===== src/design/cfg_ctrl_defines.svh =====
// Constant macros for the configuration control pin block.
`ifndef CFG_CTRL_DEFINES_SVH
`define CFG_CTRL_DEFINES_SVH

// ************************************************************
// Timing
// ************************************************************
`define CLK_PERIOD_NS   100
`define INIT_TIME_NS    1000
`define INIT_CYCLES     ((`INIT_TIME_NS + `CLK_PERIOD_NS - 1) / `CLK_PERIOD_NS)
`define LCLK_HALF_NS    400
`define LCLK_HALF_CYC   (`LCLK_HALF_NS / `CLK_PERIOD_NS)

// ************************************************************
// Register byte addresses
// ************************************************************
`define ADDR_CTRL       12'h000
`define ADDR_UNUSED     12'h004
`define ADDR_CFG_LEN    12'h008
`define ADDR_STATUS     12'h00C
`define ADDR_IRQ_STAT   12'h010
`define ADDR_IRQ_CLR    12'h014
`define ADDR_IRQ_EN     12'h018
`define ADDR_RB_LEN     12'h01C

// ************************************************************
// Control fields and reset values
// ************************************************************
`define CTRL_RB_EN      0
`define CTRL_GTS_OPT    1
`define CTRL_RST_DIRECT 2
`define CTRL_HOST_EN    3
`define CTRL_DONE_PU    4
`define CTRL_SCAN_EN    5
`define CTRL_W          6
`define CTRL_RST        6'h00
`define CFG_LEN_RST     16'h0100
`define RB_LEN_RST      16'h0100
`define UNUSED_RST      8'h00

// ************************************************************
// Interrupt status bits
// ************************************************************
`define IRQ_LOADED      0
`define IRQ_ERROR       1
`define IRQ_RB_DONE     2
`define IRQ_RESTART     3
`define IRQ_W           4

// ************************************************************
// Sizes and synchroniser lanes
// ************************************************************
`define USER_IO_W       8
`define SYNC_W          18
`define SY_LCLK         0
`define SY_RDCFG        1
`define SY_RESET        2
`define SY_PROG         3
`define SY_DONE         4
`define SY_DIN          5
`define SY_MODE         6
`define SY_DBUS         10

`endif


===== src/design/cfg_ctrl_pkg.sv =====
// Types shared by the configuration control pin block.
package cfg_ctrl_pkg;

	// Sequencer states.
	typedef enum logic [2:0] {
		ST_INIT   = 3'b000,
		ST_LOAD   = 3'b001,
		ST_DONE   = 3'b010,
		ST_USER   = 3'b011,
		ST_RDBACK = 3'b100
	} state_t;

	// Configuration modes chosen by the mode pins.
	typedef enum logic [3:0] {
		MD_MASTER_SER  = 4'h0,
		MD_SLAVE_SER   = 4'h1,
		MD_ASYNC_PERIPH = 4'h2,
		MD_SLAVE_PAR   = 4'h3
	} mode_t;

endpackage : cfg_ctrl_pkg


===== src/design/cfg_ctrl.sv =====
// Configuration control pins, readback and APB register file.
// Behaviour
// - User I/O float with pull-up during configuration
// - Unused pins stay floating with pull-up after
// - Reset pin aborts and restarts configuration
// - After configuration reset pin general or direct
// - Master and async peripheral drive config clock
// - Daisy lead device outputs clock to followers
// - Low completion pin holds off start-up
// - Completion pin open-drain, released high, optional pull-up
// - Program pin low restarts and resets scan
// - Readback control low tristates I/O during configuration
// - Falling readback control starts readback at frame 0
// - Readback pin carries readback or scan data
// - Error output low on RAM init failure
// - Same pin is host port interrupt
// - Mode pins captured at init status rising
// - Active-high and active-low config flags until done
//
// Chosen here: the APB register port and the placing of the registers.
`timescale 1ns/10ps
`default_nettype none
`include "cfg_ctrl_defines.svh"

module cfg_ctrl (
	input  wire logic                     pclk,
	input  wire logic                     presetn,
	input  wire logic                     psel,
	input  wire logic                     penable,
	input  wire logic                     pwrite,
	input  wire logic [11:0]              paddr,
	input  wire logic [31:0]              pwdata,
	output logic                          pready,
	output logic [31:0]                   prdata,
	output logic                          pslverr,
	input  wire logic                     config_clock_in,
	output logic                          config_clock_out,
	output logic                          config_clock_oe_n,
	input  wire logic                     din,
	input  wire logic [7:0]               d_bus,
	input  wire logic [3:0]               mode_sel,
	input  wire logic                     reset_pin_n,
	input  wire logic                     program_restart_n,
	input  wire logic                     rd_cfg_n,
	input  wire logic                     done_in,
	output logic                          done_out,
	output logic                          done_oe_n,
	output logic                          done_pullup_en,
	output logic                          reset_pullup_en,
	output logic                          program_pullup_en,
	input  wire logic                     ram_init_fail,
	input  wire logic                     rb_bit,
	output logic [15:0]                   rb_addr,
	input  wire logic                     scan_tdo,
	output logic                          readback_out,
	output logic                          scan_reset_n,
	output logic                          fabric_async_reset_n,
	output logic                          reset_general_in,
	output logic                          global_tristate,
	input  wire logic [`USER_IO_W-1:0]    user_oe_n,
	output logic [`USER_IO_W-1:0]         user_io_oe_n,
	output logic [`USER_IO_W-1:0]         user_io_pullup,
	output logic                          cfg_active_high,
	output logic                          cfg_active_low,
	output logic                          host_port_irq_n,
	output cfg_ctrl_pkg::state_t          cfg_state
);
	import cfg_ctrl_pkg::*;

	// ************************************************************
	// Input synchronisers
	// ************************************************************
	logic [`SYNC_W-1:0] raw_in;
	logic [`SYNC_W-1:0] sy1_reg;
	logic [`SYNC_W-1:0] sy2_reg;
	logic [`SYNC_W-1:0] sy3_reg;
	logic [`SYNC_W-1:0] filt_reg;

	assign raw_in = {d_bus, mode_sel, din, done_in, program_restart_n, reset_pin_n, rd_cfg_n, config_clock_in};

	// A level counts only once two late stages agree; the first stage feeds nothing else.
	genvar gi;
	generate
		for (gi = 0; gi < `SYNC_W; gi = gi + 1) begin : g_sync
			always_ff @(posedge pclk or negedge presetn) begin
				if (!presetn) begin
					sy1_reg[gi]  <= 1'b1;
					sy2_reg[gi]  <= 1'b1;
					sy3_reg[gi]  <= 1'b1;
					filt_reg[gi] <= 1'b1;
				end else begin
					sy1_reg[gi] <= raw_in[gi];
					sy2_reg[gi] <= sy1_reg[gi];
					sy3_reg[gi] <= sy2_reg[gi];
					if (sy2_reg[gi] == sy3_reg[gi]) begin
						filt_reg[gi] <= sy3_reg[gi];
					end
				end
			end
		end
	endgenerate

	logic       lclk_s;
	logic       rdcfg_s;
	logic       prog_s;
	logic       done_s;
	logic [7:0] dbus_s;
	logic       lclk_prev_reg;
	logic       rdcfg_prev_reg;
	logic       ext_rise;
	logic       rdcfg_fall;

	assign lclk_s     = filt_reg[`SY_LCLK];
	assign rdcfg_s    = filt_reg[`SY_RDCFG];
	assign prog_s     = filt_reg[`SY_PROG];
	assign done_s     = filt_reg[`SY_DONE];
	assign dbus_s     = filt_reg[`SY_DBUS +: 8];
	assign ext_rise   = lclk_s & ~lclk_prev_reg;
	assign rdcfg_fall = ~rdcfg_s & rdcfg_prev_reg;

	// Edge history resets to the synchroniser's reset level, so no false edge follows reset.
	always_ff @(posedge pclk or negedge presetn) begin
		if (!presetn) begin
			lclk_prev_reg  <= 1'b1;
			rdcfg_prev_reg <= 1'b1;
		end else begin
			lclk_prev_reg  <= lclk_s;
			rdcfg_prev_reg <= rdcfg_s;
		end
	end

	// ************************************************************
	// Register file storage
	// ************************************************************
	logic [`CTRL_W-1:0]    ctrl_reg;
	logic [`USER_IO_W-1:0] unused_reg;
	logic [15:0]           cfg_len_reg;
	logic [15:0]           rb_len_reg;
	logic [`IRQ_W-1:0]     irq_stat_reg;
	logic [`IRQ_W-1:0]     irq_en_reg;
	logic [`IRQ_W-1:0]     irq_event;
	logic                  wr_acc;
	logic                  rd_setup;

	assign wr_acc   = psel & penable & pwrite;
	assign rd_setup = psel & ~penable;

	// ************************************************************
	// Sequencer
	// ************************************************************
	state_t      state_reg;
	mode_t       mode_reg;
	logic [15:0] init_cnt_reg;
	logic [15:0] bit_cnt_reg;
	logic        err_reg;
	logic        restart;
	logic        self_clock;
	logic        lclk_div_rise;
	logic        data_edge;
	logic        parallel;

	// Program low always restarts; the reset pin only while configuring.
	assign restart = ~prog_s | (~filt_reg[`SY_RESET] & (state_reg != ST_USER) & (state_reg != ST_RDBACK));
	assign self_clock = (mode_reg == MD_MASTER_SER) | (mode_reg == MD_ASYNC_PERIPH);
	assign parallel   = (mode_reg == MD_ASYNC_PERIPH) | (mode_reg == MD_SLAVE_PAR);
	assign data_edge  = self_clock ? lclk_div_rise : ext_rise;

	// State walk: init, load, completion wait, user, readback.
	always_ff @(posedge pclk or negedge presetn) begin
		if (!presetn) begin
			state_reg <= ST_INIT;
		end else if (restart) begin
			state_reg <= ST_INIT;
		end else begin
			case (state_reg)
				ST_INIT: begin
					// Readback control is assumed high here by the host.
					if (init_cnt_reg == 16'(`INIT_CYCLES - 1)) begin
						state_reg <= ST_LOAD;
					end
				end
				ST_LOAD: begin
					if (bit_cnt_reg >= cfg_len_reg) begin
						state_reg <= ST_DONE;
					end
				end
				ST_DONE: begin
					if (done_s) begin
						state_reg <= ST_USER;
					end
				end
				ST_USER: begin
					if (ctrl_reg[`CTRL_RB_EN] && rdcfg_fall) begin
						state_reg <= ST_RDBACK;
					end
				end
				ST_RDBACK: begin
					if (rb_addr == rb_len_reg) begin
						state_reg <= ST_USER;
					end
				end
				default: begin
					state_reg <= ST_INIT;
				end
			endcase
		end
	end

	// Init timer; its terminal count is the rising edge of init status.
	always_ff @(posedge pclk or negedge presetn) begin
		if (!presetn) begin
			init_cnt_reg <= 16'h0000;
		end else if (restart || state_reg != ST_INIT) begin
			init_cnt_reg <= 16'h0000;
		end else begin
			init_cnt_reg <= init_cnt_reg + 16'h0001;
		end
	end

	// Mode pins are latched as init status rises, on each pass through init.
	always_ff @(posedge pclk or negedge presetn) begin
		if (!presetn) begin
			mode_reg <= MD_SLAVE_SER;
		end else if (!restart && state_reg == ST_INIT && init_cnt_reg == 16'(`INIT_CYCLES - 1)) begin
			mode_reg <= mode_t'(filt_reg[`SY_MODE +: 4]);
		end
	end

	// Count configuration bits; a parallel strobe carries eight.
	always_ff @(posedge pclk or negedge presetn) begin
		if (!presetn) begin
			bit_cnt_reg <= 16'h0000;
		end else if (restart || state_reg == ST_INIT) begin
			bit_cnt_reg <= 16'h0000;
		end else if (state_reg == ST_LOAD && data_edge) begin
			bit_cnt_reg <= bit_cnt_reg + (parallel ? 16'h0008 : 16'h0001);
		end
	end

	// Init failure of block RAM is sticky until the next restart.
	always_ff @(posedge pclk or negedge presetn) begin
		if (!presetn) begin
			err_reg <= 1'b0;
		end else if (restart) begin
			err_reg <= 1'b0;
		end else if (state_reg == ST_LOAD && ram_init_fail) begin
			err_reg <= 1'b1;
		end
	end

	// ************************************************************
	// Configuration clock divider
	// ************************************************************
	logic [7:0] div_cnt_reg;
	logic       lclk_out_reg;
	logic       div_tick;

	assign div_tick      = (div_cnt_reg == 8'(`LCLK_HALF_CYC - 1));
	assign lclk_div_rise = div_tick & ~lclk_out_reg;

	// The clock runs only while loading, so followers see no stray edges.
	always_ff @(posedge pclk or negedge presetn) begin
		if (!presetn) begin
			div_cnt_reg  <= 8'h00;
			lclk_out_reg <= 1'b0;
		end else if (state_reg != ST_LOAD || !self_clock) begin
			div_cnt_reg  <= 8'h00;
			lclk_out_reg <= 1'b0;
		end else if (div_tick) begin
			div_cnt_reg  <= 8'h00;
			lclk_out_reg <= ~lclk_out_reg;
		end else begin
			div_cnt_reg <= div_cnt_reg + 8'h01;
		end
	end

	// ************************************************************
	// Readback
	// ************************************************************
	logic rb_data_reg;

	// Each external clock rise shifts one bit out and moves to the next frame.
	always_ff @(posedge pclk or negedge presetn) begin
		if (!presetn) begin
			rb_addr     <= 16'h0000;
			rb_data_reg <= 1'b0;
		end else if (state_reg != ST_RDBACK) begin
			rb_addr <= 16'h0000;
		end else if (ext_rise) begin
			rb_data_reg <= rb_bit;
			rb_addr     <= rb_addr + 16'h0001;
		end
	end

	// ************************************************************
	// Pin drivers
	// ************************************************************
	logic in_config;
	logic active_reg;

	assign in_config = (state_reg == ST_INIT) | (state_reg == ST_LOAD) | (state_reg == ST_DONE);

	// Flags are registered so both polarities switch on the same edge.
	always_ff @(posedge pclk or negedge presetn) begin
		if (!presetn) begin
			active_reg <= 1'b1;
		end else begin
			active_reg <= in_config;
		end
	end

	assign cfg_active_high   = active_reg;
	assign cfg_active_low    = ~active_reg;
	assign config_clock_out  = lclk_out_reg;
	assign config_clock_oe_n = ~(self_clock & (state_reg == ST_LOAD));
	assign done_out          = 1'b0;
	assign done_oe_n         = ~(state_reg == ST_INIT || state_reg == ST_LOAD);
	assign done_pullup_en    = ctrl_reg[`CTRL_DONE_PU];
	assign reset_pullup_en   = in_config;
	assign program_pullup_en = 1'b1;
	assign scan_reset_n      = prog_s;
	assign readback_out      = ctrl_reg[`CTRL_SCAN_EN] ? scan_tdo : rb_data_reg;
	assign cfg_state         = state_reg;

	// The direct path is deliberately unsynchronised so it acts without a clock.
	assign fabric_async_reset_n = ~(~in_config & ctrl_reg[`CTRL_RST_DIRECT] & ~reset_pin_n);
	assign reset_general_in     = ~in_config & ~ctrl_reg[`CTRL_RST_DIRECT] & ~filt_reg[`SY_RESET];

	// Readback control forces tristate while configuring, and after only if optioned.
	assign global_tristate = in_config ? ~rdcfg_s : (ctrl_reg[`CTRL_GTS_OPT] & ~rdcfg_s);

	// Per-pin enables: float with pull-up while configuring or when unused.
	generate
		for (gi = 0; gi < `USER_IO_W; gi = gi + 1) begin : g_io
			assign user_io_oe_n[gi]   = in_config | global_tristate | unused_reg[gi] | user_oe_n[gi];
			assign user_io_pullup[gi] = in_config | unused_reg[gi];
		end
	endgenerate

	// ************************************************************
	// Interrupts
	// ************************************************************
	logic loaded_ev;

	assign loaded_ev = (state_reg == ST_LOAD) & (bit_cnt_reg >= cfg_len_reg) & ~restart;

	always_comb begin
		irq_event               = '0;
		irq_event[`IRQ_LOADED]  = loaded_ev;
		irq_event[`IRQ_ERROR]   = (state_reg == ST_LOAD) & ram_init_fail & ~err_reg;
		irq_event[`IRQ_RB_DONE] = (state_reg == ST_RDBACK) & (rb_addr == rb_len_reg) & ~restart;
		irq_event[`IRQ_RESTART] = restart & (state_reg != ST_INIT);
	end

	// A new event wins over a clear written in the same cycle.
	always_ff @(posedge pclk or negedge presetn) begin
		if (!presetn) begin
			irq_stat_reg <= '0;
		end else if (wr_acc && paddr == `ADDR_IRQ_CLR) begin
			irq_stat_reg <= (irq_stat_reg & ~pwdata[`IRQ_W-1:0]) | irq_event;
		end else begin
			irq_stat_reg <= irq_stat_reg | irq_event;
		end
	end

	// Pin shared between configuration error and host port interrupt.
	assign host_port_irq_n = ctrl_reg[`CTRL_HOST_EN] ? ~(|(irq_stat_reg & irq_en_reg)) : ~err_reg;

	// ************************************************************
	// APB slave
	// ************************************************************
	// Writes land at the access edge; every access completes with no wait.
	always_ff @(posedge pclk or negedge presetn) begin
		if (!presetn) begin
			ctrl_reg    <= `CTRL_RST;
			unused_reg  <= `UNUSED_RST;
			cfg_len_reg <= `CFG_LEN_RST;
			rb_len_reg  <= `RB_LEN_RST;
			irq_en_reg  <= '0;
		end else if (wr_acc) begin
			case (paddr)
				`ADDR_CTRL:    ctrl_reg    <= pwdata[`CTRL_W-1:0];
				`ADDR_UNUSED:  unused_reg  <= pwdata[`USER_IO_W-1:0];
				`ADDR_CFG_LEN: cfg_len_reg <= pwdata[15:0];
				`ADDR_RB_LEN:  rb_len_reg  <= pwdata[15:0];
				`ADDR_IRQ_EN:  irq_en_reg  <= pwdata[`IRQ_W-1:0];
				default: begin
				end
			endcase
		end
	end

	// Read data and the error flag are captured in the setup cycle.
	logic slverr_reg;

	always_ff @(posedge pclk or negedge presetn) begin
		if (!presetn) begin
			prdata     <= 32'h00000000;
			slverr_reg <= 1'b0;
		end else if (rd_setup) begin
			slverr_reg <= 1'b0;
			prdata     <= 32'h00000000;
			case (paddr)
				`ADDR_CTRL:     prdata <= {26'h0000000, ctrl_reg};
				`ADDR_UNUSED:   prdata <= {24'h000000, unused_reg};
				`ADDR_CFG_LEN:  prdata <= {16'h0000, cfg_len_reg};
				`ADDR_STATUS:   prdata <= {23'h000000, state_reg == ST_RDBACK, err_reg, mode_reg, state_reg};
				`ADDR_IRQ_STAT: prdata <= {28'h0000000, irq_stat_reg};
				`ADDR_IRQ_CLR:  prdata <= 32'h00000000;
				`ADDR_IRQ_EN:   prdata <= {28'h0000000, irq_en_reg};
				`ADDR_RB_LEN:   prdata <= {16'h0000, rb_len_reg};
				default: begin
					slverr_reg <= 1'b1;
				end
			endcase
		end
	end

	assign pready  = 1'b1;
	assign pslverr = psel & penable & slverr_reg;

endmodule : cfg_ctrl
`default_nettype wire


===== config.mk =====
export PLATFORM = sky130hd
export DESIGN_NAME = cfg_ctrl
export DESIGN_NICKNAME = d
export VERILOG_FILES = /design/src/design/cfg_ctrl_pkg.sv /design/src/design/cfg_ctrl.sv
export VERILOG_INCLUDE_DIRS = /design/src /design/src/design
export SDC_FILE = /design/constraint.sdc
export NUM_CORES = 1
export LEC_CHECK = 0
export BUFFER_PORTS_ARGS = -buffer_cell sky130_fd_sc_hd__clkbuf_2
export CAP_MARGIN = 30
export CORE_ASPECT_RATIO = 1.5
export CORE_MARGIN = 5
export CORE_UTILIZATION = 50
export CTS_CLUSTER_DIAMETER = 50
export DETAILED_ROUTE_END_ITERATION = 10
export GPL_ROUTABILITY_DRIVEN = 0
export HOLD_SLACK_MARGIN = 0.05
export PLACE_DENSITY = 0.81
export SLEW_MARGIN = 10
export SYNTH_ARGS = -nofsm -noshare
export SYNTH_HDL_FRONTEND = slang
export SYNTH_SLANG_ARGS = --single-unit

===== constraint.sdc =====
create_clock -name pclk -period 2.2 [get_ports pclk]
set_clock_uncertainty 0.05 [all_clocks]
set_input_delay 0.44 -clock pclk [delete_from_list [all_inputs] [get_ports pclk]]
set_output_delay 0.44 -clock pclk [all_outputs]
set_load 0.02 [all_outputs]

; Yosys cells after proc, flatten, opt, wreduce, memory -nomap -nowiden
; Cells that the tools add are included.
[totals]
ff_bits = 192
latchBits = 0
mem_bits_rw = 0
romBits = 0
inputBits = 78
wordCells = 223
memories = 0
[classes]
add_sub_neg = 4
mul = 0
div_mod_pow = 0
order_cmp = 1
n_eq_ne = 33
shift = 0
mux = 26
bitwise_logic = 74
n_reduce_logical = 29
[op_table]
columns = cell, count
row1 = one-hot mux 16 bit (7 select lines), 1
row2 = 2-to-1 mux 16 bit, 5
row3 = equality test 12 x 5 -> 1 bit (second input constant), 4
row4 = adder 16 x 1 -> 16 bit (second input constant), 2
row5 = OR 1 bit, 30
row6 = equality test 12 x 4 -> 1 bit (second input constant), 2
row7 = bitwise AND 1 bit, 22
row8 = 2-to-1 mux 3 bit, 6
row9 = inequality test 3 bit (second input constant), 6
row10 = inverter 1 bit, 17
row11 = adder 16 x 4 -> 16 bit, 1
row12 = equality test 16 bit, 1
row13 = equality test 16 x 4 -> 1 bit (second input constant), 1
row14 = >= comparator 16 bit, 1
row15 = 2-to-1 mux 8 bit, 2
row16 = one-hot mux 3 bit (5 select lines), 1
row17 = equality test 12 x 3 -> 1 bit (second input constant), 1
row18 = logical NOT 12 bit, 1
row19 = AND reduction 2 bit, 6
row20 = equality test 1 bit, 9
row21 = 2-to-1 mux 1 bit, 9
row22 = adder 8 x 1 -> 8 bit (second input constant), 1
row23 = bitwise AND 4 bit, 2
row24 = equality test 4 x 2 -> 1 bit (second input constant), 2
row25 = other kinds (19), 34

; Logic depth before layout (Yosys ltp)
; Gate-level depths: netlist of the first run.
[depth]
depth_word = 8
mapped_depth = 9
ltp_nobuf = 9

; Worst setup path after synthesis of the first run
; No wires, ideal clock.
[synth_path]
path_kind = input to register
start = input paddr[11]
end = register irq_en_reg[0]
setup_ns = 0.125
arrival_ns = 2.440
path_slack_ns = -0.415
path_stages = 6
n_path_buf = 2
cell_sequence = or4_1 or4_1 buf_2 buf_6 nor4_4 mux2_2
[synth_between]
elab_chain_cells = 2
[synth_rtl]
columns = item, line
row1 = from (decl), cfg_ctrl.sv:31  ; input wire logic [11:0] paddr,
row2 = equality test 12 x 5 -> 1 bit, cfg_ctrl.sv:381  ; case (paddr)
row3 = AND reduction 2 bit (no line), n/a
row4 = to (signal assigned), cfg_ctrl.sv:386  ; `ADDR_IRQ_EN: irq_en_reg <= pwdata[`IRQ_W-1:0];
row5 = to (decl), cfg_ctrl.sv:140  ; logic [`IRQ_W-1:0] irq_en_reg;
; No other way between the ends.
; A chain may end at the register's enable or synchronous reset.

; Final worst setup path of the first run
[layout_path]
start = register state_reg[0], in the netlist cfg_state[0]
end = output user_io_oe_n[1]
[layout_between]
elab_chain_cells = 7
[layout_rtl]
columns = item, line
row1 = from (decl), cfg_ctrl.sv:151  ; state_t state_reg;
row2 = from (signal assigned), cfg_ctrl.sv:171  ; state_reg <= ST_INIT;
row3 = from (signal assigned), cfg_ctrl.sv:173  ; state_reg <= ST_INIT;
row4 = from (signal assigned), cfg_ctrl.sv:179  ; state_reg <= ST_LOAD;
row5 = equality test 3 x 1 -> 1 bit or logical NOT 3 bit (tied branches), cfg_ctrl.sv:301  ; assign in_config = (state_reg == ST_INIT) | (state_reg == ST_LOAD) | (state_reg == ST_DONE);
row6 = OR 1 bit, cfg_ctrl.sv:301
row7 = OR 1 bit *, cfg_ctrl.sv:301
row8 = 2-to-1 mux 1 bit, cfg_ctrl.sv:330  ; assign global_tristate = in_config ? ~rdcfg_s : (ctrl_reg[`CTRL_GTS_OPT] & ~rdcfg_s);
row9 = OR 1 bit * (3 in series), cfg_ctrl.sv:335  ; assign user_io_oe_n[gi] = in_config | global_tristate | unused_reg[gi] | user_oe_n[gi];
row10 = to (decl), cfg_ctrl.sv:61  ; output logic [`USER_IO_W-1:0] user_io_oe_n,
; Every way passes the cells marked *; elsewhere a longest branch is shown, timed or not.

==> qor.csv, run 1 <==
stage,metric,value,unit
power,Sw Ratio,26.3,%
timing,Fmax,429,MHz
floorplan,row count,58,
timing,RSZ-0062 raised after global routing,yes,
drt,vias per cell,5.81,
power,clock share of power,44.2,%
clock_network,Root Buffer,clkbuf_16,
clock_network,CTS H-tree depth,4,
timing,fin crit period,2330,ps
timing,setup ws final,-131,ps
power,Seq pwr share,47.9,%
drt,Initial DRC Count,628,
logic_synthesis,Commonest cells post-synth,"dfrtp_1 (134), nand2_1 (66), nor2_1 (57), o21ai_0 (54), dfstp_2 (42)",
logic_synthesis,"Async S/R FF share, synth",100,%
power,Cell Pwr Density,621,mW/mm²
placed_design,hpwl dp,16.4,mm
power,static leakage power,5.23,nW
placed_design,Placed Area,0.0100,mm²
floorplan,Die Span Y,171,µm
logic_synthesis,Yosys top cell by area,dfrtp_1,
drt,DR vias,7245,
clock_network,CTS Buf Count,17,
logic_synthesis,sequential share of the synthesized area,51.7,%
critical_path,Setup CP Type,reg2out,
power,Peak VDD IR,0.608,mV
critical_path,critical path arrival,1840,ps
logic_synthesis,Mapped Area,0.00863,mm²
layout,Antenna Cells,0,
timing,Slew @ Worst Pin,567,ps
global_route,largest net degree at the start of global routing,53,
timing,Hold Slack,175,ps
timing,slew margin rel.,61.8,%
placed_design,number of I/O port buffers,117,
clock_network,Clock Pin Slew Worst Setup and Hold Paths,70,ps
global_route,first-pass GRT wire length,37.4,mm
logic_synthesis,Yosys reg bits,176,
global_route,vias in the first global route,7345,
outcome,outcome,"finished, violations left",
clock_network,TritonCTS clock tree,yes,
floorplan,IO Pins,162,
timing,final period utilization,106,%
placed_design,DP Cell Count,1181,
drt,DRC violations left,0,
run,max cap viols,0,
global_route,antenna violations before repair,0,
logic_synthesis,ys flop type,dfrtp_1,
floorplan,Die ar.,0.0200,mm²
hold_path,HP Class,in2reg,
logic_synthesis,Synth top area share,38.9,%
drt,post-route ant nets,0,
clock_network,clk_lat worst skew,440,ps
global_route,GR Overflow Total,0,
logic_synthesis,Synth area leaders,"dfrtp_1 (39%), dfstp_2 (13%), mux2_2 (4.7%), ha_1 (3.3%), o21ai_0 (3.1%)",
power,total power,7.07,mW
critical_path,CP Capture Type,primary output,
logic_synthesis,"Avg Cell Area, Syn",10.8,µm²
critical_path,CP max FO,8,
layout,final non-filler cell total,1247,
drt,first-pass iteration count of the detailed router,7,
clock_network,Max Root-Sink Buffers,2,
critical_path,crit path launch type,flop,
logic_synthesis,Synth Warn #,0,
critical_path,WP data required,1710,ps
logic_synthesis,Mapped Cells,799,
logic_synthesis,Synth cell types,61,
timing,max-slew violation count,0,
timing,Setup TNS,-1100,ps
power,internal power,5.21,mW
floorplan,DIE WIDTH,117,µm
timing,Final Setup Violations,20,
layout,nets@finish,1125,
layout,layout cells sized above 1,40.2,%
clock_network,clk sink count,176,
layout,"Design Area, Final",0.0114,mm²
logic_synthesis,most common cell in the netlist,dfrtp_1,
timing,final hold vios,0,
global_route,All-Layer GR Usage,24.0,%
drt,Routed WL,24.5,mm
layout,P&R area growth vs syn,32.1,%
logic_synthesis,Post-synth EDFFs,0,
floorplan,initial core utilization,51.0,%
power,Combinational Power Share,7.9,%
floorplan,core area,0.0169,mm²
outcome,failing checks,negative setup slack,
drt,DR WL/cell,19.7,µm
power,net switching power,1.86,mW
## cell usage in the layout, fill, tap and decap left out, types with 5 or more instances in the layout
master,Yosys,final
xnor2_1,28,28
dlygate4sd3_1,0,10
nand3_1,26,26
o21ai_1,2,12
clkbuf_2,0,102
dfrtp_1,134,131
nor4_1,7,5
or3_1,24,16
ha_1,23,19
conb_1,2,19
a22oi_1,22,18
inv_8,0,6
nor2_1,57,56
a21oi_2,0,7
o21ai_0,54,43
a2111o_1,3,5
buf_12,0,5
mux2_4,10,12
nand2_1,66,63
xor2_1,23,23
mux2i_1,7,7
nor3_1,10,9
clkbuf_16,0,20
buf_6,3,22
mux2_2,36,34
and3_1,11,11
or2_2,10,6
nand4_1,15,15
maj3_1,9,9
inv_1,31,31
nand2b_1,9,6
a21oi_1,25,17
buf_4,19,87
dfstp_2,42,42
or3_4,0,8
## logic make-up after synthesis
family / count (synthesis) / synth area share [%]
flip-flops: 176 / 51.7
AND/OR/NAND/NOR: 275 / 17.4
other: 2 / 0.0871
XOR/XNOR: 51 / 5.18
AO/OA/AOI/OAI: 134 / 9.54
buffers and inverters: 76 / 4.45
multiplexers: 53 / 7.25
adder cells (fa/ha/maj): 32 / 4.38
## power by group through the flow
stage	combinational [mW]	clock [mW]	sequential (mW)
after floorplan	0.236	0	3.44
after global placement	0.453	0	3.44
after detailed placement	0.464	0	3.45
after CTS	0.520	3.17	3.39
after global routing	0.607	3.32	3.40
final	0.560	3.13	3.39
## timing repair
item | 4_1_cts | 5_1_grt
hold buffers | 10 | 0
gates resized for setup | 34 | 84
setup buffers | 13 | 9
setup endpoints to repair | 40 | 48
pin swaps | 22 | 20
gates cloned | 3 | 2
hold endpoints to repair | 48 | 0
## path summary, 6_finish.rpt
check / slack, ps / startpoint / endpoint / depth (start not counted)
setup reg to reg: -80 / div_cnt_reg[0] / bit_cnt_reg[13] / 8
max in group asynchronous: 940 / presetn / irq_en_reg[2] / 3
hold reg to reg: 310 / sy1_reg[3] / sy2_reg[3] / 0
setup / recovery: -130 / cfg_state[0] / user_io_oe_n[1] / 5
hold / removal: 170 / rb_bit / rb_data_reg / 3
min in group asynchronous: 470 / presetn / div_cnt_reg[2] / 2
## per-layer routing
layer  routed length (µm)  vias to the layer above  GRT usage, %
met5                    0                        -             0
met4                 1260                        0          12.7
met3                 1310                       98          4.60
met2                13200                      291          42.4
met1                 8770                     3602          26.8
li1                     -                     3254             -
## stage by stage
stage	util [%]	setup slack (ps)
2_1_floorplan	-	-383
3_3_place_gp	59.2	-492
3_5_place_dp	59.2	-516
4_1_cts	65.2	-110
5_1_grt	67.4	-199
6_report	67.4	-131
## critical path, stage by stage (launching register included)
cell and delay, ps:
dfrtp_2 390, a21oi_4 80, buf_6 130, or2_4 280
or3_1 330, buf_2 180
## layout make-up
class	count	area, µm²
clock buffers	19	475
multi-input cells	566	4240
well taps	210	263
repair buffers	232	1690
flip-flops and latches	176	4460
fillers	1151	5510
inverters	31	116
clock inverters	13	151
Note: power is estimated with default switching activity, not from simulation.
==> inputs of run 2 (changes only) <==
--- a/config.mk
+++ b/config.mk
@@ -15,7 +15,7 @@
 export DETAILED_ROUTE_END_ITERATION = 10
 export GPL_ROUTABILITY_DRIVEN = 0
 export HOLD_SLACK_MARGIN = 0.05
-export PLACE_DENSITY = 0.81
+export PLACE_DENSITY = 0.76
 export SLEW_MARGIN = 10
 export SYNTH_ARGS = -nofsm -noshare
 export SYNTH_HDL_FRONTEND = slang
==> run 2 against run 1 <==
  * Sequential share of layout area is 0.75 points higher
  * Sequential power is essentially flat
  * Clock-buffer cell count is 2 lower
  * Highest routed layer unchanged
  * Register-to-register slack improved by 50 ps
  * Combinational power fell by 4.8%
  * Design area is 1.9% lower
  * Critical path depth grew 3
  * The flow still finishes with violations (negative setup slack)
==> qor.csv, run 2 (same netlist as run 1, synthesis figures left out) <==
stage,metric,value,unit,change
outcome,outcome,"finished, violations left",,unchanged
outcome,failing checks,negative setup slack,,unchanged
floorplan,row count,58,,unchanged
critical_path,Setup CP Type,in2reg,,was reg2out
timing,slew margin rel.,56.0,%,was 61.8%
timing,RSZ-0062 raised after global routing,yes,,unchanged
layout,filler cell count,1260,,"was 1,151"
critical_path,crit path launch type,input pin,,was flop
timing,max-slew violation count,0,,unchanged
power,Sw Ratio,26.6,%,was 26.3%
clock_network,TritonCTS clock tree,yes,,unchanged
layout,most frequent cells in the layout,"dfrtp_1 (133), clkbuf_2 (105), buf_4 (92)",,"was dfrtp_1 (131), clkbuf_2 (102), buf_4 (87)"
timing,fin crit period,2340,ps,was 2330 ps
clock_network,Max Root-Sink Buffers,2,,unchanged
power,clock share of power,43.2,%,was 44.2%
global_route,largest net degree at the start of global routing,68,,was 53
placed_design,Placed Area,0.0100,mm²,about the same
timing,Final Setup Violations,55,,was 20
placed_design,hpwl dp,16.2,mm,was 16.4 mm
run,max cap viols,0,,unchanged
layout,nets@finish,1128,,"was 1,125"
global_route,GR Overflow Total,0,,unchanged
global_route,first-pass GRT wire length,36.3,mm,was 37.4 mm
drt,Routed WL,22.9,mm,was 24.5 mm
global_route,All-Layer GR Usage,23.2,%,was 24.0%
timing,Fmax,427,MHz,was 429 MHz
timing,setup ws final,-140,ps,was -131 ps
power,internal power,5.07,mW,was 5.21 mW
floorplan,Die Span Y,171,µm,unchanged
layout,P&R area growth vs syn,29.6,%,was 32.1%
drt,DR WL/cell,18.3,µm,was 19.7 µm
clock_network,Root Buffer,clkbuf_16,,unchanged
layout,"Design Area, Final",0.0112,mm²,was 0.0114 mm²
power,Combinational Power Share,7.7,%,was 7.9%
timing,Slew @ Worst Pin,654,ps,was 567 ps
timing,final period utilization,106,%,about the same
floorplan,DIE WIDTH,117,µm,unchanged
global_route,vias in the first global route,7170,,"was 7,345"
power,Peak VDD IR,0.683,mV,was 0.608 mV
drt,first-pass iteration count of the detailed router,5,,was 7
drt,DRC violations left,0,,unchanged
power,total power,6.90,mW,was 7.07 mW
drt,Initial DRC Count,540,,was 628
power,Cell Pwr Density,618,mW/mm²,was 621 mW/mm²
floorplan,IO Pins,162,,unchanged
layout,Antenna Cells,0,,unchanged
drt,DR vias,7063,,"was 7,245"
placed_design,Place WS,-579,ps,was -516 ps
critical_path,critical path arrival,2620,ps,was 1840 ps
layout,layout cells sized above 1,39.2,%,was 40.2%
drt,vias per cell,5.65,,was 5.81
clock_network,CTS H-tree depth,4,,unchanged
power,static leakage power,5.13,nW,was 5.23 nW
timing,Setup TNS,-3150,ps,was -1100 ps
floorplan,initial core utilization,51.0,%,unchanged
clock_network,clk sink count,176,,unchanged
critical_path,CP max FO,16,,was 8
global_route,antenna violations before repair,0,,unchanged
timing,final hold vios,0,,unchanged
power,Seq pwr share,49.1,%,was 47.9%
power,net switching power,1.84,mW,was 1.86 mW
hold_path,HP Class,in2reg,,unchanged
critical_path,WP data required,2480,ps,was 1710 ps
clock_network,CTS Buf Count,17,,unchanged
drt,post-route ant nets,0,,unchanged
layout,fin util,66.1,%,was 67.4%
placed_design,number of I/O port buffers,117,,unchanged
clock_network,Clock Pin Slew Worst Setup and Hold Paths,70,ps,about the same
floorplan,Die ar.,0.0200,mm²,unchanged
layout,"most common cell after layout, fill and taps aside",dfrtp_1,,unchanged
clock_network,clk_lat worst skew,440,ps,about the same
floorplan,core area,0.0169,mm²,unchanged
critical_path,CP Capture Type,flop,,was primary output
==> run 2: metrics by stage <==
stage / instances / hold slack (ps)
final: 1250 / 170
after global placement: 1182 / 249
after global routing: 1250 / 181
after detailed placement: 1182 / 254
after floorplan: 816 / 94.4
after CTS: 1239 / 157
==> run 2: path summary, 6_finish.rpt <==
check	startpoint	endpoint	slack, ps	cells past startpoint
setup / recovery	paddr[1]	rb_len_reg[10]	-140	8
hold / removal	rb_bit	rb_data_reg	170	3
setup reg to reg	mode_reg[0]	bit_cnt_reg[14]	-30	6
hold reg to reg	sy1_reg[1]	sy2_reg[1]	310	0
max in group asynchronous	presetn	lclk_prev_reg	1030	3
min in group asynchronous	presetn	unused_reg[0]	360	2
==> run 2: layout make-up <==
type | count | area, µm² | share of cell area, %
flip-flops and latches | 176 | 4460 | 39.9
multi-input cells | 566 | 4120 | 36.9
repair buffers | 235 | 1630 | 14.6
clock buffers | 17 | 425 | 3.81
well taps | 210 | 263 | 2.35
clock inverters | 15 | 160 | 1.43
inverters | 31 | 116 | 1.04
==> run 2: critical path: stages <==
cell      delay (ps)
buf_6             90
or4_4            530
or4_4            600
buf_6            160
nor3_4           130
nand2b_1         160
buf_12           200
mux2_4           300
==> run 2: routing by layer <==
layer  GRT usage, %  up-vias  part of all wire, %
met5              0        -                    0
met4           11.6        0                  5.1
met3           4.74       84                  4.9
met2           40.7      229                   53
met1           26.2     3491                   37
li1               -     3259                    -
==> run 2: power by group through the flow <==
stage	combinational [mW]	sequential, mW	clock, mW
floorplan	0.236	3.44	0
finish	0.533	3.39	2.98
detailed placement	0.461	3.45	0
global placement	0.453	3.44	0
CTS	0.516	3.39	3.03
global route	0.585	3.40	3.17
==> run 2: repair_timing <==
| item | in CTS | in global routing |
|---|---|---|
| endpoints found under the hold margin | 28 | 0 |
| pin swaps | 15 | 26 |
| setup endpoints to repair | 54 | 39 |
| hold buffers | 10 | 0 |
| setup buffers | 13 | 11 |
| resized for setup | 26 | 46 |
| gates cloned | 2 | 2 |
==> inputs of run 3 (changes only) <==
--- a/config.mk
+++ b/config.mk
@@ -6,16 +6,17 @@
 export SDC_FILE = /design/constraint.sdc
 export NUM_CORES = 1
 export LEC_CHECK = 0
+export ABC_AREA = 1
 export BUFFER_PORTS_ARGS = -buffer_cell sky130_fd_sc_hd__clkbuf_2
 export CAP_MARGIN = 30
 export CORE_ASPECT_RATIO = 1.5
 export CORE_MARGIN = 5
-export CORE_UTILIZATION = 50
+export CORE_UTILIZATION = 51
 export CTS_CLUSTER_DIAMETER = 50
 export DETAILED_ROUTE_END_ITERATION = 10
 export GPL_ROUTABILITY_DRIVEN = 0
 export HOLD_SLACK_MARGIN = 0.05
-export PLACE_DENSITY = 0.76
+export PLACE_DENSITY = 0.77
 export SLEW_MARGIN = 10
 export SYNTH_ARGS = -nofsm -noshare
 export SYNTH_HDL_FRONTEND = slang
==> run 3 against run 2 <==
  * The flow now finishes without violations
  * Clock power about the same
  * Hold slack improved by 43 ps
  * Final cell count grew 22%
  * Fmax increased by 7.6%
  * Critical path depth is 1 lower
  * Critical endpoint is now user_io_oe_n[6]
==> qor.csv, run 3 <==
stage,metric,value,unit,change
drt,Routed WL,23.1,mm,was 22.9 mm
floorplan,IO Pins,162,,unchanged
timing,fin crit period,2170,ps,was 2340 ps
layout,register area,0.00446,mm²,unchanged
timing,max-slew violation count,0,,unchanged
clock_network,TritonCTS clock tree,yes,,unchanged
layout,most frequent cells in the layout,"nand2_1 (295), inv_1 (161), dfrtp_1 (133)",,"was dfrtp_1 (133), clkbuf_2 (105), buf_4 (92)"
critical_path,CP dominant cell by count,nor2_4,,
run,max cap viols,0,,unchanged
global_route,vias in the first global route,7944,,"was 7,170"
floorplan,core area,0.0173,mm²,was 0.0169 mm²
critical_path,crit-path cells,nor2_4 -> nor2_4 -> inv_2 -> nor2_4 -> buf_12 -> nand3b_1 -> buf_4,,was buf_6 -> or4_4 -> or4_4 -> buf_6 -> nor3_4 -> nand2b_1 -> buf_12 -> mux2_4
floorplan,initial core utilization,52.0,%,was 51.0%
layout,filler cell count,1490,,"was 1,260"
logic_synthesis,Yosys top cell by area,dfrtp_1,,unchanged
drt,DR WL/cell,15.1,µm,was 18.3 µm
hold_path,HP Class,in2reg,,unchanged
power,Peak VDD IR,0.440,mV,was 0.683 mV
timing,slew margin rel.,63.2,%,was 56.0%
layout,Multi-input gate area,0.00382,mm²,was 0.00412 mm²
drt,vias per cell,5.25,,was 5.65
placed_design,number of I/O port buffers,117,,unchanged
power,total power,7.03,mW,was 6.90 mW
drt,post-route ant nets,0,,unchanged
critical_path,CP max FO,4,,was 16
logic_synthesis,Mapped Area,0.00902,mm²,was 0.00863 mm²
logic_synthesis,most common cell in the netlist,nand2_1,,was dfrtp_1
placed_design,Placed Area,0.00996,mm²,was 0.0100 mm²
critical_path,crit-path max cell delay,430,ps,was 600 ps
global_route,first-pass GRT wire length,38.0,mm,was 36.3 mm
critical_path,crit-path leading delay family,simple AND/OR/NAND/NOR gates,,unchanged
clock_network,CTS H-tree depth,4,,unchanged
floorplan,Die Span Y,173,µm,was 171 µm
drt,first-pass iteration count of the detailed router,8,,was 5
global_route,antenna violations before repair,0,,unchanged
power,Cell Pwr Density,650,mW/mm²,was 618 mW/mm²
floorplan,Die ar.,0.0205,mm²,was 0.0200 mm²
logic_synthesis,sequential share of the synthesized area,49.4,%,was 51.7%
logic_synthesis,Post-synth EDFFs,0,,unchanged
critical_path,CP Capture Type,primary output,,was flop
clock_network,Clock Pin Slew Worst Setup and Hold Paths,70,ps,about the same
drt,DRC violations left,0,,unchanged
clock_network,Root Buffer,clkbuf_16,,unchanged
critical_path,"Buf+Inv Stages, Crit Path",3,,unchanged
clock_network,clk sink count,176,,unchanged
logic_synthesis,Yosys reg bits,176,,unchanged
drt,Initial DRC Count,447,,was 540
placed_design,hpwl dp,17.6,mm,was 16.2 mm
critical_path,Setup CP Type,reg2out,,was in2reg
layout,"most common cell after layout, fill and taps aside",nand2_1,,was dfrtp_1
layout,P&R area growth vs syn,19.9,%,was 29.6%
timing,Fmax,460,MHz,was 427 MHz
global_route,All-Layer GR Usage,22.7,%,was 23.2%
logic_synthesis,"Avg Cell Area, Syn",7.92,µm²,was 10.8 µm²
critical_path,WP data required,1710,ps,was 2480 ps
logic_synthesis,Mapped Cells,1139,,was 799
clock_network,CTS Buf Count,17,,unchanged
logic_synthesis,Synth top area share,37.2,%,was 38.9%
timing,final hold vios,0,,unchanged
layout,nets@finish,1403,,"was 1,128"
timing,Setup TNS,0,ps,was -3150 ps
layout,layout cells sized above 1,19.9,%,was 39.2%
layout,"Design Area, Final",0.0108,mm²,was 0.0112 mm²
logic_synthesis,Synth Warn #,0,,unchanged
outcome,outcome,finished clean,,"was finished, violations left"
critical_path,critical path arrival,1680,ps,was 2620 ps
clock_network,clk_lat worst skew,440,ps,about the same
floorplan,DIE WIDTH,119,µm,was 117 µm
floorplan,row count,59,,was 58
critical_path,"Slowest-stage cell, CP",dfrtp_2,,was or4_4
timing,Final Setup Violations,0,,was 55
drt,DR vias,8025,,"was 7,063"
logic_synthesis,Synth area leaders,"dfrtp_1 (37%), nand2_1 (12%), dfstp_2 (12%), inv_1 (6.8%), o21ai_0 (6.3%)",,"was dfrtp_1 (39%), dfstp_2 (13%), mux2_2 (4.7%), ha_1 (3.3%), o21ai_0 (3.1%)"
logic_synthesis,"Async S/R FF share, synth",100,%,unchanged
clock_network,Max Root-Sink Buffers,2,,unchanged
timing,RSZ-0062 raised after global routing,yes,,unchanged
logic_synthesis,Synth cell types,38,,was 61
layout,Antenna Cells,0,,unchanged
timing,final period utilization,98.8,%,was 106%
global_route,largest net degree at the start of global routing,49,,was 68
logic_synthesis,Commonest cells post-synth,"nand2_1 (295), inv_1 (163), dfrtp_1 (134), o21ai_0 (114), nor2_1 (104)",,"was dfrtp_1 (134), nand2_1 (66), nor2_1 (57), o21ai_0 (54), dfstp_2 (42)"
timing,Slew @ Worst Pin,551,ps,was 654 ps
power,static leakage power,5.20,nW,was 5.13 nW
global_route,GR Overflow Total,0,,unchanged
logic_synthesis,ys flop type,dfrtp_1,,unchanged
critical_path,crit path launch type,flop,,was input pin
timing,Hold Slack,212,ps,was 170 ps
## run 3: cell types whose count changed after synthesis, sizes merged, moves of 20 or more
cell | before | now
nand2 | 66 | 299
inv | 31 | 167
o21ai | 56 | 117
nor2 | 58 | 112
mux2 | 46 | 0
nand3 | 26 | 53
xnor2 | 28 | 1
or3 | 24 | 0
a22oi | 22 | 0
nand4 | 15 | 35
## run 3: routing by layer
metal  vias to the layer above  track usage (%)  routed length (µm)
met5                         -                0                   0
met4                         0             9.74                 671
met3                        48             4.15                1190
met2                       234             40.7               12300
met1                      3772             26.2                8930
li1                       3971                -                   -
## run 3: area by class of cell
class,instances,area share (%)
sequential,176,41.2
multi-input combinational,771,35.3
timing repair buffer,168,9.82
inverter,168,5.83
clock buffer,21,4.16
tap,213,2.46
clock inverter,11,1.23
## run 3: timing repair
action / 4_1_cts / 5_1_grt
gates resized for setup: 7 / 30
pin swaps: 3 / 4
gates cloned: 0 / 0
endpoints found under the setup margin: 9 / 24
setup buffers: 3 / 5
hold buffers: 10 / 0
hold endpoints to repair: 30 / 0
## run 3: logic make-up after synthesis
| kind of cell | share of synthesized area [%] |
|---|---|
| fa+ha+maj | 4.19 |
| xor+xnor | 0.680 |
| compound gates | 9.82 |
| buf+inv | 9.83 |
| simple gates | 26.0 |
| other cells | 0.0832 |
| flops | 49.4 |
## run 3: report_power, final
group          leakage, nW  total, mW  internal, mW  switching [mW]
clock                0.284       3.01          1.72            1.29
combinational         2.64      0.630         0.208           0.422
sequential            2.28       3.39          3.34          0.0477
total                 5.20       7.03          5.27            1.76
## run 3: final timing paths
check                                  end         start  slack [ps]  cells after the start
setup / recovery           user_io_oe_n[6]  cfg_state[2]          30                      7
hold / removal                 rb_data_reg        rb_bit         210                      3
setup reg to reg               mode_reg[1]  cfg_state[2]         110                     11
hold reg to reg                 sy2_reg[3]    sy1_reg[3]         310                      0
max in group asynchronous      filt_reg[6]       presetn         930                      3
min in group asynchronous     cfg_state[1]       presetn         450                      2
## run 3: per-stage QoR
stage                     util, %  setup slack, ps  instances
final                        62.4             26.6       1528
after global routing         62.4            -62.1       1528
after CTS                    61.6            -17.5       1523
after detailed placement     57.4            -83.8       1478
after global placement       57.4             14.6       1478
after floorplan                 -             40.9       1156
## run 3: worst reg2reg max path, delay by kind of cell (launching register included)
family	cells	cell delay [ps]
AO/OA/AOI/OAI	1	100
buffers and inverters	5	670
flip-flops	1	450
AND/OR/NAND/NOR	5	710
